$ cat src/core/wake_pkg.sv
// package with register map, field layout and timing constants for the wake event indicator
package wake_pkg;
  localparam logic [7:0] power_mgmt_control_addr = 8'h84;
  localparam logic [7:0] byte_test_addr = 8'h64;
  localparam logic [7:0] hardware_config_addr = 8'h74;
  localparam logic [7:0] wake_status_addr = 8'hF0;
  localparam int ready_bit = 0;
  localparam int out_enable_bit = 1;
  localparam int polarity_bit = 2;
  localparam int pulse_sel_bit = 3;
  localparam int cause_lo = 4;
  localparam int buffer_type_bit = 6;
  localparam int energy_en_bit = 8;
  localparam int lan_en_bit = 9;
  localparam int power_lo = 12;
  localparam logic [1:0] power_normal = 2'h0;
  localparam logic [1:0] power_frame = 2'h1;
  localparam logic [1:0] power_energy = 2'h2;
  localparam logic [1:0] cause_none = 2'h0;
  localparam logic [1:0] cause_energy = 2'h1;
  localparam logic [1:0] cause_frame = 2'h2;
  localparam logic [1:0] cause_multi = 2'h3;
  localparam int clk_hz = 25000000;
  localparam int pulse_ms = 50;
  localparam int pulse_cycles = clk_hz / 1000 * pulse_ms;
  localparam int settle_cycles_default = 64;
  localparam int sync_depth = 3;
  typedef struct packed {
    logic [7:0] paddr;
    logic psel;
    logic penable;
    logic pwrite;
    logic [31:0] pwdata;
  } apb_req_s;
  typedef struct packed {
    logic [31:0] prdata;
    logic pready;
    logic pslverr;
  } apb_rsp_s;
  typedef struct packed {
    logic out;
    logic out_oe_n;
  } pin_s;
endpackage : wake_pkg

$ cat src/core/wake_event_indicator.sv
// wake event indicator: wake cause status, wake output pin, ready flag, apb slave
// Notes on behaviour
// - cause field: 00 none, 01 energy, 10 frame or magic, 11 multiple
// - cause bits clear only on a written one; zero leaves them
// - clears ignored unless in normal power state with ready set
// - cause bit stays set while any source feeding it remains active
// - pulse mode drives output active for 50 ms per event
// - static mode holds output active until deactivated
// - clearing cause bits or the matching enable deasserts the output
// - polarity one gives active high, zero active low
// - open-drain ignores polarity and is always active low
// - output driven only while output enable is set
// - internal wake interrupt ignores the output enable
// - read-only ready flag set once settled after power-up or wake
// - control register reads answer in every power state
// - power field: normal, frame detect 01, energy detect 10, reserved
// - buffer type clear gives open-drain, set gives push-pull
// - enabled events raise the internal interrupt regardless of pin enable
// - write of any value to byte test wakes from reduced power
//
// Design decisions made here: the APB register port and the register offsets.
`timescale 1ns/1ps
module wake_event_indicator #(
  parameter int settle_cycles = wake_pkg::settle_cycles_default,
  parameter int pulse_len = wake_pkg::pulse_cycles
) (
  // clock and reset
  input wire logic pclk,
  input wire logic presetn,
  // apb slave
  input wire wake_pkg::apb_req_s apb_req,
  output wake_pkg::apb_rsp_s apb_rsp,
  // event sources, asynchronous levels: bit 0 energy, bit 1 frame or magic
  input wire logic [1:0] event_src,
  // wake pin
  output wake_pkg::pin_s wake_event_out,
  // internal interrupt and power state
  output logic wake_interrupt,
  output logic [1:0] power_state
);
  import wake_pkg::*;

  typedef enum {st_settle, st_ready, st_sleep} dev_state_e;
  typedef enum {pl_idle, pl_run} pulse_state_e;

  dev_state_e dev_state;
  pulse_state_e pulse_state;
  logic [1:0] src;
  logic [1:0] src_q;
  logic [1:0] wake_cause;
  logic [1:0] power_state_field;
  logic wake_out_pulse_sel;
  logic wake_out_polarity;
  logic wake_out_enable;
  logic wake_out_buffer_type;
  logic lan_wake_enable;
  logic energy_wake_enable;
  logic ready;
  logic [31:0] settle_cnt;
  logic [31:0] pulse_cnt;
  logic static_active;
  logic pin_active;
  logic [1:0] enabled_rise;
  logic new_event;
  logic wr_en;
  logic rd_en;
  logic [1:0] clear_req;
  logic [31:0] ctrl_word;

  function automatic logic hit(input logic [7:0] a, input logic [7:0] b);
    return a == b;
  endfunction : hit

  wake_sync u_sync (
    .pclk(pclk),
    .presetn(presetn),
    .async_in(event_src),
    .stable(src)
  );

  always_ff @(posedge pclk or negedge presetn) begin
    if (!presetn) begin
      src_q <= 2'h0;
    end else begin
      src_q <= src;
    end
  end

  // index 0 energy, index 1 frame; only enabled sources count as wake events
  assign enabled_rise = src & ~src_q & {lan_wake_enable, energy_wake_enable};
  assign new_event = |enabled_rise;

  // slave answers in the access cycle with no wait states
  assign wr_en = apb_req.psel && apb_req.penable && apb_req.pwrite;
  assign rd_en = apb_req.psel && apb_req.penable && !apb_req.pwrite;

  // clear is allowed only when normal and ready
  assign clear_req = (wr_en && hit(apb_req.paddr, power_mgmt_control_addr)
                      && ready && power_state_field == power_normal) ?
                     apb_req.pwdata[cause_lo +: 2] : 2'h0;

  always_ff @(posedge pclk or negedge presetn) begin
    if (!presetn) begin
      wake_cause <= cause_none;
    end else begin
      for (int i = 0; i < 2; i++) begin
        // set wins over clear; an active source blocks the clear
        if (enabled_rise[i]) begin
          wake_cause[i] <= 1'b1;
        end else if (clear_req[i] && !src[i]) begin
          wake_cause[i] <= 1'b0;
        end
      end
    end
  end

  always_ff @(posedge pclk or negedge presetn) begin
    if (!presetn) begin
      wake_out_pulse_sel <= 1'b0;
      wake_out_polarity <= 1'b0;
      wake_out_enable <= 1'b0;
      wake_out_buffer_type <= 1'b0;
      lan_wake_enable <= 1'b0;
      energy_wake_enable <= 1'b0;
    end else if (wr_en && hit(apb_req.paddr, power_mgmt_control_addr) && ready) begin
      wake_out_pulse_sel <= apb_req.pwdata[pulse_sel_bit];
      wake_out_polarity <= apb_req.pwdata[polarity_bit];
      wake_out_enable <= apb_req.pwdata[out_enable_bit];
      wake_out_buffer_type <= apb_req.pwdata[buffer_type_bit];
      lan_wake_enable <= apb_req.pwdata[lan_en_bit];
      energy_wake_enable <= apb_req.pwdata[energy_en_bit];
    end
  end

  // power field and ready flag; a reserved code is held like a reduced state
  always_ff @(posedge pclk or negedge presetn) begin
    if (!presetn) begin
      dev_state <= st_settle;
      power_state_field <= power_normal;
      settle_cnt <= 32'h0;
    end else begin
      case (dev_state)
        st_settle: begin
          if (settle_cnt >= 32'(settle_cycles - 1)) begin
            dev_state <= st_ready;
            settle_cnt <= 32'h0;
          end else begin
            settle_cnt <= settle_cnt + 32'h1;
          end
        end
        st_ready: begin
          if (wr_en && hit(apb_req.paddr, power_mgmt_control_addr)
              && apb_req.pwdata[power_lo +: 2] != power_normal) begin
            power_state_field <= apb_req.pwdata[power_lo +: 2];
            dev_state <= st_sleep;
          end
        end
        st_sleep: begin
          // a wake event or a byte test write brings the device back
          if ((wr_en && hit(apb_req.paddr, byte_test_addr)) || new_event) begin
            power_state_field <= power_normal;
            dev_state <= st_settle;
          end
        end
        default: begin
          dev_state <= st_settle;
        end
      endcase
    end
  end

  assign ready = (dev_state == st_ready);
  assign power_state = power_state_field;

  // pulse timer on pclk; a new event during a pulse does not stretch it
  always_ff @(posedge pclk or negedge presetn) begin
    if (!presetn) begin
      pulse_state <= pl_idle;
      pulse_cnt <= 32'h0;
    end else begin
      case (pulse_state)
        pl_idle: begin
          if (new_event && wake_out_pulse_sel) begin
            pulse_state <= pl_run;
            pulse_cnt <= 32'h0;
          end
        end
        pl_run: begin
          if (wake_cause == cause_none) begin
            pulse_state <= pl_idle;
          end else if (pulse_cnt >= 32'(pulse_len - 1)) begin
            pulse_state <= pl_idle;
          end else begin
            pulse_cnt <= pulse_cnt + 32'h1;
          end
        end
        default: begin
          pulse_state <= pl_idle;
        end
      endcase
    end
  end

  always_ff @(posedge pclk or negedge presetn) begin
    if (!presetn) begin
      static_active <= 1'b0;
    end else if (new_event && !wake_out_pulse_sel) begin
      static_active <= 1'b1;
    end else if (wake_cause == cause_none || !(lan_wake_enable || energy_wake_enable)) begin
      static_active <= 1'b0;
    end
  end

  // the pin drops as soon as its causing enable is cleared
  assign pin_active = ((pulse_state == pl_run) || static_active)
                      && |(wake_cause & {lan_wake_enable, energy_wake_enable})
                      && wake_out_enable;

  // open-drain: drive low when active, release otherwise
  always_ff @(posedge pclk or negedge presetn) begin
    if (!presetn) begin
      wake_event_out <= '{out: 1'b0, out_oe_n: 1'b1};
    end else if (!wake_out_buffer_type) begin
      wake_event_out <= '{out: 1'b0, out_oe_n: !pin_active};
    end else if (!wake_out_enable) begin
      wake_event_out <= '{out: 1'b0, out_oe_n: 1'b1};
    end else begin
      wake_event_out <= '{out: pin_active ~^ wake_out_polarity, out_oe_n: 1'b0};
    end
  end

  // interrupt level follows the enabled cause bits, not the pin enable
  always_ff @(posedge pclk or negedge presetn) begin
    if (!presetn) begin
      wake_interrupt <= 1'b0;
    end else begin
      wake_interrupt <= |(wake_cause & {lan_wake_enable, energy_wake_enable});
    end
  end

  always_comb begin
    ctrl_word = 32'h0;
    ctrl_word[power_lo +: 2] = power_state_field;
    ctrl_word[lan_en_bit] = lan_wake_enable;
    ctrl_word[energy_en_bit] = energy_wake_enable;
    ctrl_word[buffer_type_bit] = wake_out_buffer_type;
    ctrl_word[cause_lo +: 2] = wake_cause;
    ctrl_word[pulse_sel_bit] = wake_out_pulse_sel;
    ctrl_word[polarity_bit] = wake_out_polarity;
    ctrl_word[out_enable_bit] = wake_out_enable;
    ctrl_word[ready_bit] = ready;
  end

  // read data registered at setup; control register readable in any state
  always_ff @(posedge pclk or negedge presetn) begin
    if (!presetn) begin
      apb_rsp.prdata <= 32'h0;
    end else if (apb_req.psel && !apb_req.penable && !apb_req.pwrite) begin
      if (hit(apb_req.paddr, power_mgmt_control_addr)) begin
        apb_rsp.prdata <= ctrl_word;
      end else if (hit(apb_req.paddr, wake_status_addr)) begin
        apb_rsp.prdata <= {30'h0, src};
      end else begin
        apb_rsp.prdata <= 32'h0;
      end
    end
  end

  // unmapped addresses, and other addresses while not ready, answer with an error
  always_comb begin
    apb_rsp.pready = 1'b1;
    apb_rsp.pslverr = 1'b0;
    if (apb_req.psel && apb_req.penable) begin
      if (hit(apb_req.paddr, power_mgmt_control_addr)
          || hit(apb_req.paddr, hardware_config_addr)
          || (hit(apb_req.paddr, byte_test_addr) && apb_req.pwrite)) begin
        apb_rsp.pslverr = 1'b0;
      end else if (!ready) begin
        apb_rsp.pslverr = 1'b1;
      end else if (!hit(apb_req.paddr, wake_status_addr)) begin
        apb_rsp.pslverr = 1'b1;
      end
    end
  end
endmodule : wake_event_indicator

$ cat src/core/wake_sync.sv
// three-stage synchroniser for the asynchronous event inputs
`timescale 1ns/1ps
module wake_sync (
  // clock and reset
  input wire logic pclk,
  input wire logic presetn,
  // data
  input wire logic [1:0] async_in,
  output logic [1:0] stable
);
  import wake_pkg::*;
  logic [1:0] s1;
  logic [1:0] s2;
  logic [1:0] s3;
  always_ff @(posedge pclk or negedge presetn) begin
    if (!presetn) begin
      s1 <= 2'h0;
      s2 <= 2'h0;
      s3 <= 2'h0;
    end else begin
      s1 <= async_in;
      s2 <= s1;
      s3 <= s2;
    end
  end
  // a change counts only once stages two and three agree
  always_ff @(posedge pclk or negedge presetn) begin
    if (!presetn) begin
      stable <= 2'h0;
    end else begin
      for (int i = 0; i < 2; i++) begin
        if (s2[i] == s3[i]) begin
          stable[i] <= s3[i];
        end
      end
    end
  end
endmodule : wake_sync

$ cat config.mk
export PLATFORM = sky130hd
export DESIGN_NAME = wake_event_indicator
export DESIGN_NICKNAME = d
export VERILOG_FILES = /design/src/core/wake_pkg.sv /design/src/core/wake_event_indicator.sv /design/src/core/wake_sync.sv
export SDC_FILE = /design/constraint.sdc
export NUM_CORES = 1
export LEC_CHECK = 0
export BUFFER_PORTS_ARGS = -buffer_cell sky130_fd_sc_hd__buf_2
export CORE_UTILIZATION = 59
export DETAILED_ROUTE_END_ITERATION = 10
export PLACE_DENSITY = 0.84
export SYNTH_ARGS = -nofsm -noshare
export SYNTH_HDL_FRONTEND = slang
export SYNTH_SLANG_ARGS = --single-unit
$ cat constraint.sdc
create_clock -name pclk -period 3.7 [get_ports pclk]
set_input_delay 0.555 -clock pclk [delete_from_list [all_inputs] [get_ports pclk]]
set_output_delay 0.555 -clock pclk [all_outputs]
set_load 0.02 [all_outputs]
==> impl_summary.log, run 1 <==
[metrics] Total Wirelength: 8.39 mm
[metrics] maximum fanout count along the critical path: 11
[metrics] final standard cell utilization of the core: 67.4%
[metrics] area added between synthesis and finish: 8.97%
[metrics] iteration count of the initial detailed-routing pass: 4
[metrics] flip-flop cell with the highest count after synthesis: dfrtp_1
[metrics] count of cell types in the netlist: 61
[metrics] Peak supply drop: 412 µV
[metrics] Relative slew margins: 30.0%
[metrics] outcome: finished, final reports clean
[metrics] global-route wire length before repair: 14.1 mm
[metrics] count leader, synth: dfrtp_1
[metrics] overall track demand over capacity in global routing: 23.6%
[metrics] Synth area leaders: dfrtp_1 56%, o31ai_1 4.6%, buf_4 3.8%
[metrics] setup bufs post-CTS: 0
[metrics] CP Launch Type: input pin
[metrics] CTS H-tree lvls: 3
[metrics] total overflow reported by the global router: 0
[metrics] EDFF count, synth: 0
[metrics] number of antenna violations at the first check in global routing: 0
[metrics] DIE AREA: 0.00804 mm²
[metrics] routability congestion estimate from global placement: 0.800
[metrics] Max Fclk: 368 MHz
[metrics] Max Slew Vio Count: 0
[metrics] RSZ-0062 raised after global routing: no
[metrics] latest clock arrival within the worst-skew pair: 0.36 ns
[metrics] slew at the pin closest to its max-slew limit: 1.05 ns
[metrics] number of design-rule violations left by the first detailed-router iteration: 255
[metrics] Residual DRC: 0
[metrics] number of global-route vias before repair: 3045
[metrics] Period Utilization, post-route: 73.5%
[metrics] half-perimeter wire length of the detailed placement result: 5.76 mm
[metrics] worst setup slack for register-to-register paths: 1.09 ns
[metrics] per-cell via count in the routed design: 5.82
[metrics] clock sink count: 102
[metrics] worst clock skew on the final layout: 0.00791 ns
[metrics] number of cells produced by synthesis: 415
[metrics] required time at the worst-slack endpoint: 3.95 ns
[metrics] time the worst path needs with I/O delays and setup: 2.72 ns
[metrics] post-synthesis sequential area ratio: 56.4%
[metrics] pin count of the biggest net entering global routing: 73
[metrics] worst reg2reg path depth: 5
[metrics] Post-Synthesis Cell Area: 0.00453 mm²
[metrics] DR vias: 3236
[metrics] RR Startpoint: pulse_state[0]
[metrics] clock buffer depth: 2
[metrics] data arrival time of the worst path: 2.97 ns
[metrics] start-to-end type of the worst setup path: in -> reg
[metrics] Power Dens Cells: 432 mW/mm²
[metrics] filler-free cell count of the finished design: 556
[metrics] floorplan die height: 89.6 µm
[metrics] Site Rows: 31
[metrics] Die Wd: 89.6 µm
[metrics] Resized cells post-CTS: 0
[metrics] register bit total from synthesis: 102
[metrics] Hold Violations, Final: 0
[metrics] post-route ant nets: 0
[metrics] FFs w/ async S/R, synth: 100%
[metrics] Leak Pwr: 2.36 nW
[metrics] number of input and output port buffers inserted: 41
[metrics] # setup viols final: 0
[metrics] clock buffers created by TritonCTS: 9
[metrics] worst min-delay path category: in -> async
[metrics] core region area: 0.00733 mm²
[metrics] library cell occupying the most area in the post-synthesis netlist: dfrtp_1
[metrics] hold-fix buffer count after cts: 0
[metrics] Syn. warnings: 0
[metrics] max-cap viol count: 0
[metrics] starting density of the core: 61.8%
[metrics] capture instance of the worst register-to-register path: pulse_cnt[20]
[metrics] Inserted Diodes: 0
[metrics] Worst Setup End Kind: register
[metrics] NumNets Final: 501
[metrics] wire length per cell: 15.1 µm
[metrics] number of primary I/O pins: 86
[metrics] TritonCTS clock tree: built
[metrics] post-CTS clock slew at the launch and capture registers of the worst setup and hold paths: 0.10 ns
[metrics] fraction of synthesized cell area taken by the top area cell type: 55.8%
[metrics] Placed Instances: 540
[metrics] Mean Syn Cell Area: 10.9 µm²
[metrics] commonest cells in the netlist: 101 x dfrtp_1, 29 x nand2_1, 28 x o31ai_1
[metrics] Clock Root Buffer: clkbuf_8
[metrics] fraction of final layout cells with drive strength greater than 1: 17.3%
[metrics] final-layout setup total negative slack: 0 ns
[layout make-up]
type	instances	area [µm²]
fillers	549	2390
well taps	99	124
multi-input cells	285	1770
repair buffers	46	245
inverters	8	30.0
flip-flops and latches	102	2550
clock inverters	6	75.1
clock buffers	10	138
[worst max-delay path: stages]
cell	delay [ns]
buf_2	0.12
nor4b_1	0.40
nand3_1	0.38
or4b_1	0.80
or3_1	0.41
o32a_1	0.30
[logic make-up after synthesis]
| kind of cell | Yosys count | share of synthesized area [%] |
|---|---|---|
| AOI/OAI and AO/OA | 99 | 15.4 |
| DFF | 102 | 56.4 |
| muxes | 7 | 1.74 |
| buffers and inverters | 48 | 6.18 |
| and+or+nand+nor | 152 | 19.0 |
| adders and majority gates | 4 | 0.994 |
| xor gates and xnor gates | 1 | 0.193 |
| other | 2 | 0.166 |
[placed cells by master, fill, tap and decap left out, types with 7 or more instances in the layout]
cell,count
conb_1,22
nand4_1,7
buf_2,40
nor4_1,9
a31oi_1,10
mux2_2,7
dfrtp_1,101
clkbuf_8,10
nand3_1,12
nand2_1,29
and2_1,23
inv_1,8
o21ai_0,21
nor2_1,15
and3_1,8
o31ai_1,28
nor2b_1,20
a21oi_1,11
[metrics by stage]
stage | instance area (µm²) | worst slack [ns] | hold WS, ns | power (W)
2_1_floorplan | 4610 | 1.46 | 0.259 | 0.00137
3_3_place_gp | 4730 | 0.754 | 0.335 | 0.00141
3_5_place_dp | 4730 | 0.612 | 0.367 | 0.00142
4_1_cts | 4940 | 0.983 | 0.269 | 0.00215
5_1_grt | 4940 | 0.810 | 0.272 | 0.00223
6_report | 4940 | 0.982 | 0.289 | 0.00213
[how the worst max path moves through the flow]
stage / cells after the start / from / end
after CTS: 6 / apb_req[39] / wake_cause[0]
after floorplan: 5 / apb_req[39] / wake_cause[0]
after detailed placement: 6 / apb_req[39] / wake_cause[0]
final: 6 / apb_req[39] / wake_cause[0]
after global placement: 6 / apb_req[39] / wake_cause[1]
after global routing: 6 / apb_req[39] / wake_cause[0]
[power breakdown]
part | switching [W] | internal [W]
clock network | 0.000387 | 0.000342
logic | 0.000140 | 0.0000717
registers | 0.0000393 | 0.00115
total | 0.000567 | 0.00157
[layer usage]
metal	GRT usage, %	part of all wire (%)
met1	30.7	45
met2	38.5	50
met3	5.21	3.6
met4	10.2	1.2
met5	0	0
[state kept, by name (all words and copies together) (netlist names), 2 cells and up]
register / flops
wake_cause: 2
u_sync.stable: 2
u_sync.s3: 2
u_sync.s1: 2
apb_rsp: 11
pulse_cnt: 32
wake_event_out: 2
dev_state: 2
u_sync.s2: 2
src_q: 2
power_state: 2
settle_cnt: 32
No activity file was read; power rests on OpenSTA's default activity.
==> inputs of run 2 (changes only) <==
--- a/config.mk
+++ b/config.mk
@@ -5,10 +5,11 @@
 export SDC_FILE = /design/constraint.sdc
 export NUM_CORES = 1
 export LEC_CHECK = 0
+export ABC_AREA = 1
 export BUFFER_PORTS_ARGS = -buffer_cell sky130_fd_sc_hd__buf_2
-export CORE_UTILIZATION = 59
+export CORE_UTILIZATION = 51
 export DETAILED_ROUTE_END_ITERATION = 10
-export PLACE_DENSITY = 0.84
+export PLACE_DENSITY = 0.76
 export SYNTH_ARGS = -nofsm -noshare
 export SYNTH_HDL_FRONTEND = slang
 export SYNTH_SLANG_ARGS = --single-unit
==> constraint.sdc (replaced) <==
create_clock -name pclk -period 2.5 [get_ports pclk]
set_input_delay 0.375 -clock pclk [delete_from_list [all_inputs] [get_ports pclk]]
set_output_delay 0.375 -clock pclk [all_outputs]
set_load 0.02 [all_outputs]
==> impl_summary.log, run 2 <==
[metrics] Worst Setup End Kind: register
[metrics] DR vias: 3970 (+23%)
[metrics] largest registers in the final layout: pulse_cnt (32), settle_cnt (32), apb_rsp (11)
[metrics] top library cells by usage in the layout, fill and taps aside: 178 x nand2_1, 108 x nor2_1, 101 x dfrtp_1
[metrics] data arrival time of the worst path: 2.19 ns (-0.78 ns)
[metrics] number of design-rule violations left by the first detailed-router iteration: 271 (+6.3%)
[metrics] worst min-delay path category: in -> async
[metrics] overall track demand over capacity in global routing: 20.4% (-3.2 points)
[metrics] count of cell types in the netlist: 33 (-46%)
[metrics] Clock Root Buffer: clkbuf_8
[metrics] clock buffer depth: 2 (unchanged)
[metrics] outcome: finished, final reports clean
[metrics] post-CTS clock slew at the launch and capture registers of the worst setup and hold paths: 0.11 ns (about the same)
[metrics] worst slack on hold paths: 0.0517 ns (-0.237 ns)
[metrics] slew at the pin closest to its max-slew limit: 0.710 ns (-0.337 ns)
[metrics] portion of total power attributed to combinational logic: 14.7% (+4.8 points)
[metrics] floorplan die height: 102 µm (+14%)
[metrics] Residual DRC: 0 (unchanged)
[metrics] global-route wire length before repair: 16.8 mm (+19%)
[metrics] starting density of the core: 52.2% (-9.6 points)
[metrics] Mean Syn Cell Area: 7.87 µm² (-28%)
[metrics] setup bufs post-CTS: 0 (unchanged)
[metrics] Post-Synthesis Cell Area: 0.00508 mm² (+12%)
[metrics] FFs w/ async S/R, synth: 100% (unchanged)
[metrics] fraction of final layout cells with drive strength greater than 1: 12.5% (-4.8 points)
[metrics] area added between synthesis and finish: 8.82%
[metrics] Relative slew margins: 52.7% (+23 points)
[metrics] half-perimeter wire length of the detailed placement result: 6.95 mm (+21%)
[metrics] Hold Violations, Final: 0 (unchanged)
[metrics] share of total power consumed by net switching: 31.8% (+5.3 points)
[metrics] Resized cells post-CTS: 0 (unchanged)
[metrics] pin count of the biggest net entering global routing: 59 (-19%)
[metrics] library cell occupying the most area in the post-synthesis netlist: dfrtp_1
[metrics] number of antenna violations at the first check in global routing: 0 (unchanged)
[metrics] fraction of synthesized cell area taken by the top area cell type: 49.8% (-6.0 points)
[metrics] worst clock skew on the final layout: 0.0121 ns (+0.00422 ns)
[metrics] Synth area leaders: dfrtp_1 50%, nand2_1 13%, nor2_1 8.0%
[metrics] total overflow reported by the global router: 0 (unchanged)
[metrics] Cell Int Power: 0.00228 W (+45%)
[metrics] Inserted Diodes: 0 (unchanged)
[metrics] register bit total from synthesis: 102 (unchanged)
[metrics] max-cap viol count: 0 (unchanged)
[metrics] post-route ant nets: 0 (unchanged)
[metrics] CP Launch Type: register
[metrics] required time at the worst-slack endpoint: 2.75 ns (-1.20 ns)
[metrics] latest clock arrival within the worst-skew pair: 0.36 ns (about the same)
[metrics] clock sink count: 102 (unchanged)
[metrics] RSZ-0062 raised after global routing: no
[metrics] clock buffers created by TritonCTS: 9 (unchanged)
[metrics] # setup viols final: 0 (unchanged)
[metrics] Syn. warnings: 0 (unchanged)
[metrics] per-cell via count in the routed design: 4.80 (-18%)
[metrics] NumNets Final: 738 (+47%)
[metrics] core region area: 0.00973 mm² (+33%)
[metrics] Die Wd: 102 µm (+14%)
[metrics] Site Rows: 36 (+16%)
[metrics] Power Dens Cells: 604 mW/mm² (+40%)
[metrics] number of cells produced by synthesis: 645 (+55%)
[metrics] hold-fix buffer count after cts: 0 (unchanged)
[metrics] routability congestion estimate from global placement: 0.925 (+16%)
[metrics] Placed Instances: 811 (+50%)
[metrics] post-synthesis sequential area ratio: 50.3% (-6.1 points)
[metrics] EDFF count, synth: 0 (unchanged)
[metrics] commonest cells in the netlist: 178 x nand2_1, 108 x nor2_1, 101 x dfrtp_1
[metrics] CTS H-tree lvls: 3 (unchanged)
[metrics] number of input and output port buffers inserted: 41 (unchanged)
[metrics] Leak Pwr: 2.87 nW (+22%)
[metrics] time the worst path needs with I/O delays and setup: 1.94 ns
[metrics] register share of total power: 55.0% (-0.9 points)
[metrics] Peak supply drop: 323 µV (-22%)
[metrics] wire length per cell: 11.5 µm (-24%)
[metrics] Max Fclk: 515 MHz
[metrics] Clk pwr share: 30.3% (-3.9 points)
[metrics] Period Utilization, post-route: 77.7%
[metrics] number of global-route vias before repair: 3815 (+25%)
[metrics] count leader, synth: nand2_1
[metrics] Total Wirelength: 9.48 mm (+13%)
[metrics] net load switching power: 0.00106 W (+87%)
[metrics] Max Slew Vio Count: 0 (unchanged)
[metrics] start-to-end type of the worst setup path: reg -> reg
[metrics] final-layout setup total negative slack: 0 ns (unchanged)
[metrics] iteration count of the initial detailed-routing pass: 4 (unchanged)
[metrics] maximum fanout count along the critical path: 33 (+22)
[metrics] DIE AREA: 0.0104 mm² (+29%)
[metrics] TritonCTS clock tree: built
[metrics] most common cell after layout, fill and taps aside: nand2_1
[metrics] number of primary I/O pins: 86 (unchanged)
[metrics] filler-free cell count of the finished design: 827 (+49%)
[metrics] flip-flop cell with the highest count after synthesis: dfrtp_1
[run 2: cell count changes after synthesis, sizes merged, moves of 8 or more]
cell | previous run | this run
nor2b | 20 | 0
and3 | 8 | 0
a31oi | 10 | 0
nor4 | 9 | 0
o21ai | 21 | 13
nor3 | 4 | 13
nor2 | 16 | 119
nand2 | 29 | 182
o31ai | 28 | 7
nand3b | 0 | 8
nand3 | 13 | 46
xor2 | 0 | 11
and2 | 24 | 0
inv | 8 | 78
[run 2: path summary, 6_finish.rpt]
check / from / end / slack [ns] / cells past startpoint
max: pulse_cnt[0] / pulse_cnt[20] / 0.56 / 10
min: presetn / pulse_cnt[10] / 0.05 / 1
max reg2reg: pulse_cnt[0] / pulse_cnt[20] / 0.56 / 10
min reg2reg: u_sync.s1[0] / u_sync.s2[0] / 0.37 / 0
max in group asynchronous: presetn / settle_cnt[4] / 1.79 / 2
min in group pclk: event_src[0] / u_sync.s1[0] / 0.11 / 1
[run 2: final cells by class]
type | instances | area (µm²)
sequential | 102 | 2550
clock buffer | 9 | 124
fill | 897 | 4200
tap | 133 | 166
clock inverter | 7 | 72.6
timing repair buffer | 49 | 268
multi-input combinational | 447 | 2040
inverter | 80 | 300
[run 2: power by group through the flow]
stage / sequential (W) / clock [W] / combinational, W
after detailed placement: 0.00186 / 0 / 0.000494
after CTS: 0.00183 / 0.00105 / 0.000493
after global placement: 0.00186 / 0 / 0.000473
after floorplan: 0.00185 / 0 / 0.000397
after global routing: 0.00185 / 0.00112 / 0.000568
final: 0.00183 / 0.00101 / 0.000489
[run 2: kinds of logic after synthesis]
kind of cell,count (synthesis),synth area share [%]
compound gates,32,3.77
xor+xnor,13,2.24
fa+ha+maj,4,0.887
buf+inv,116,11.0
flops,102,50.3
other cells,2,0.148
simple gates,376,31.7
[run 2: per-stage QoR]
step                      utilization, %  power (W)  setup WS [ns]  instance area [µm²]
after global routing                56.8    0.00353          0.330                 5530
after global placement              54.8    0.00233          0.636                 5330
after floorplan                        -    0.00224          0.707                 5150
after CTS                           56.8    0.00338          0.573                 5530
final                               56.8    0.00334          0.557                 5530
after detailed placement            54.8    0.00236          0.551                 5330
[run 2: metal layers]
metal	up-vias	global-route usage, %	part of all wire [%]
met5	-	0	0
met4	0	6.35	1.1
met3	9	3.66	3.4
met2	80	35.2	48
met1	1844	26.1	47
li1	2037	-	-
[run 2: critical path, cell delays in order (launching register included)]
cell     delay [ns]
dfrtp_1        0.48
ha_1           0.28
nand3_2        0.14
a21oi_1        0.17
nand2_1        0.07
nand2_1        0.09
nand2_1        0.07
nand2_2        0.08
nand2_4        0.23
nand2_1        0.15
nand2_1        0.06
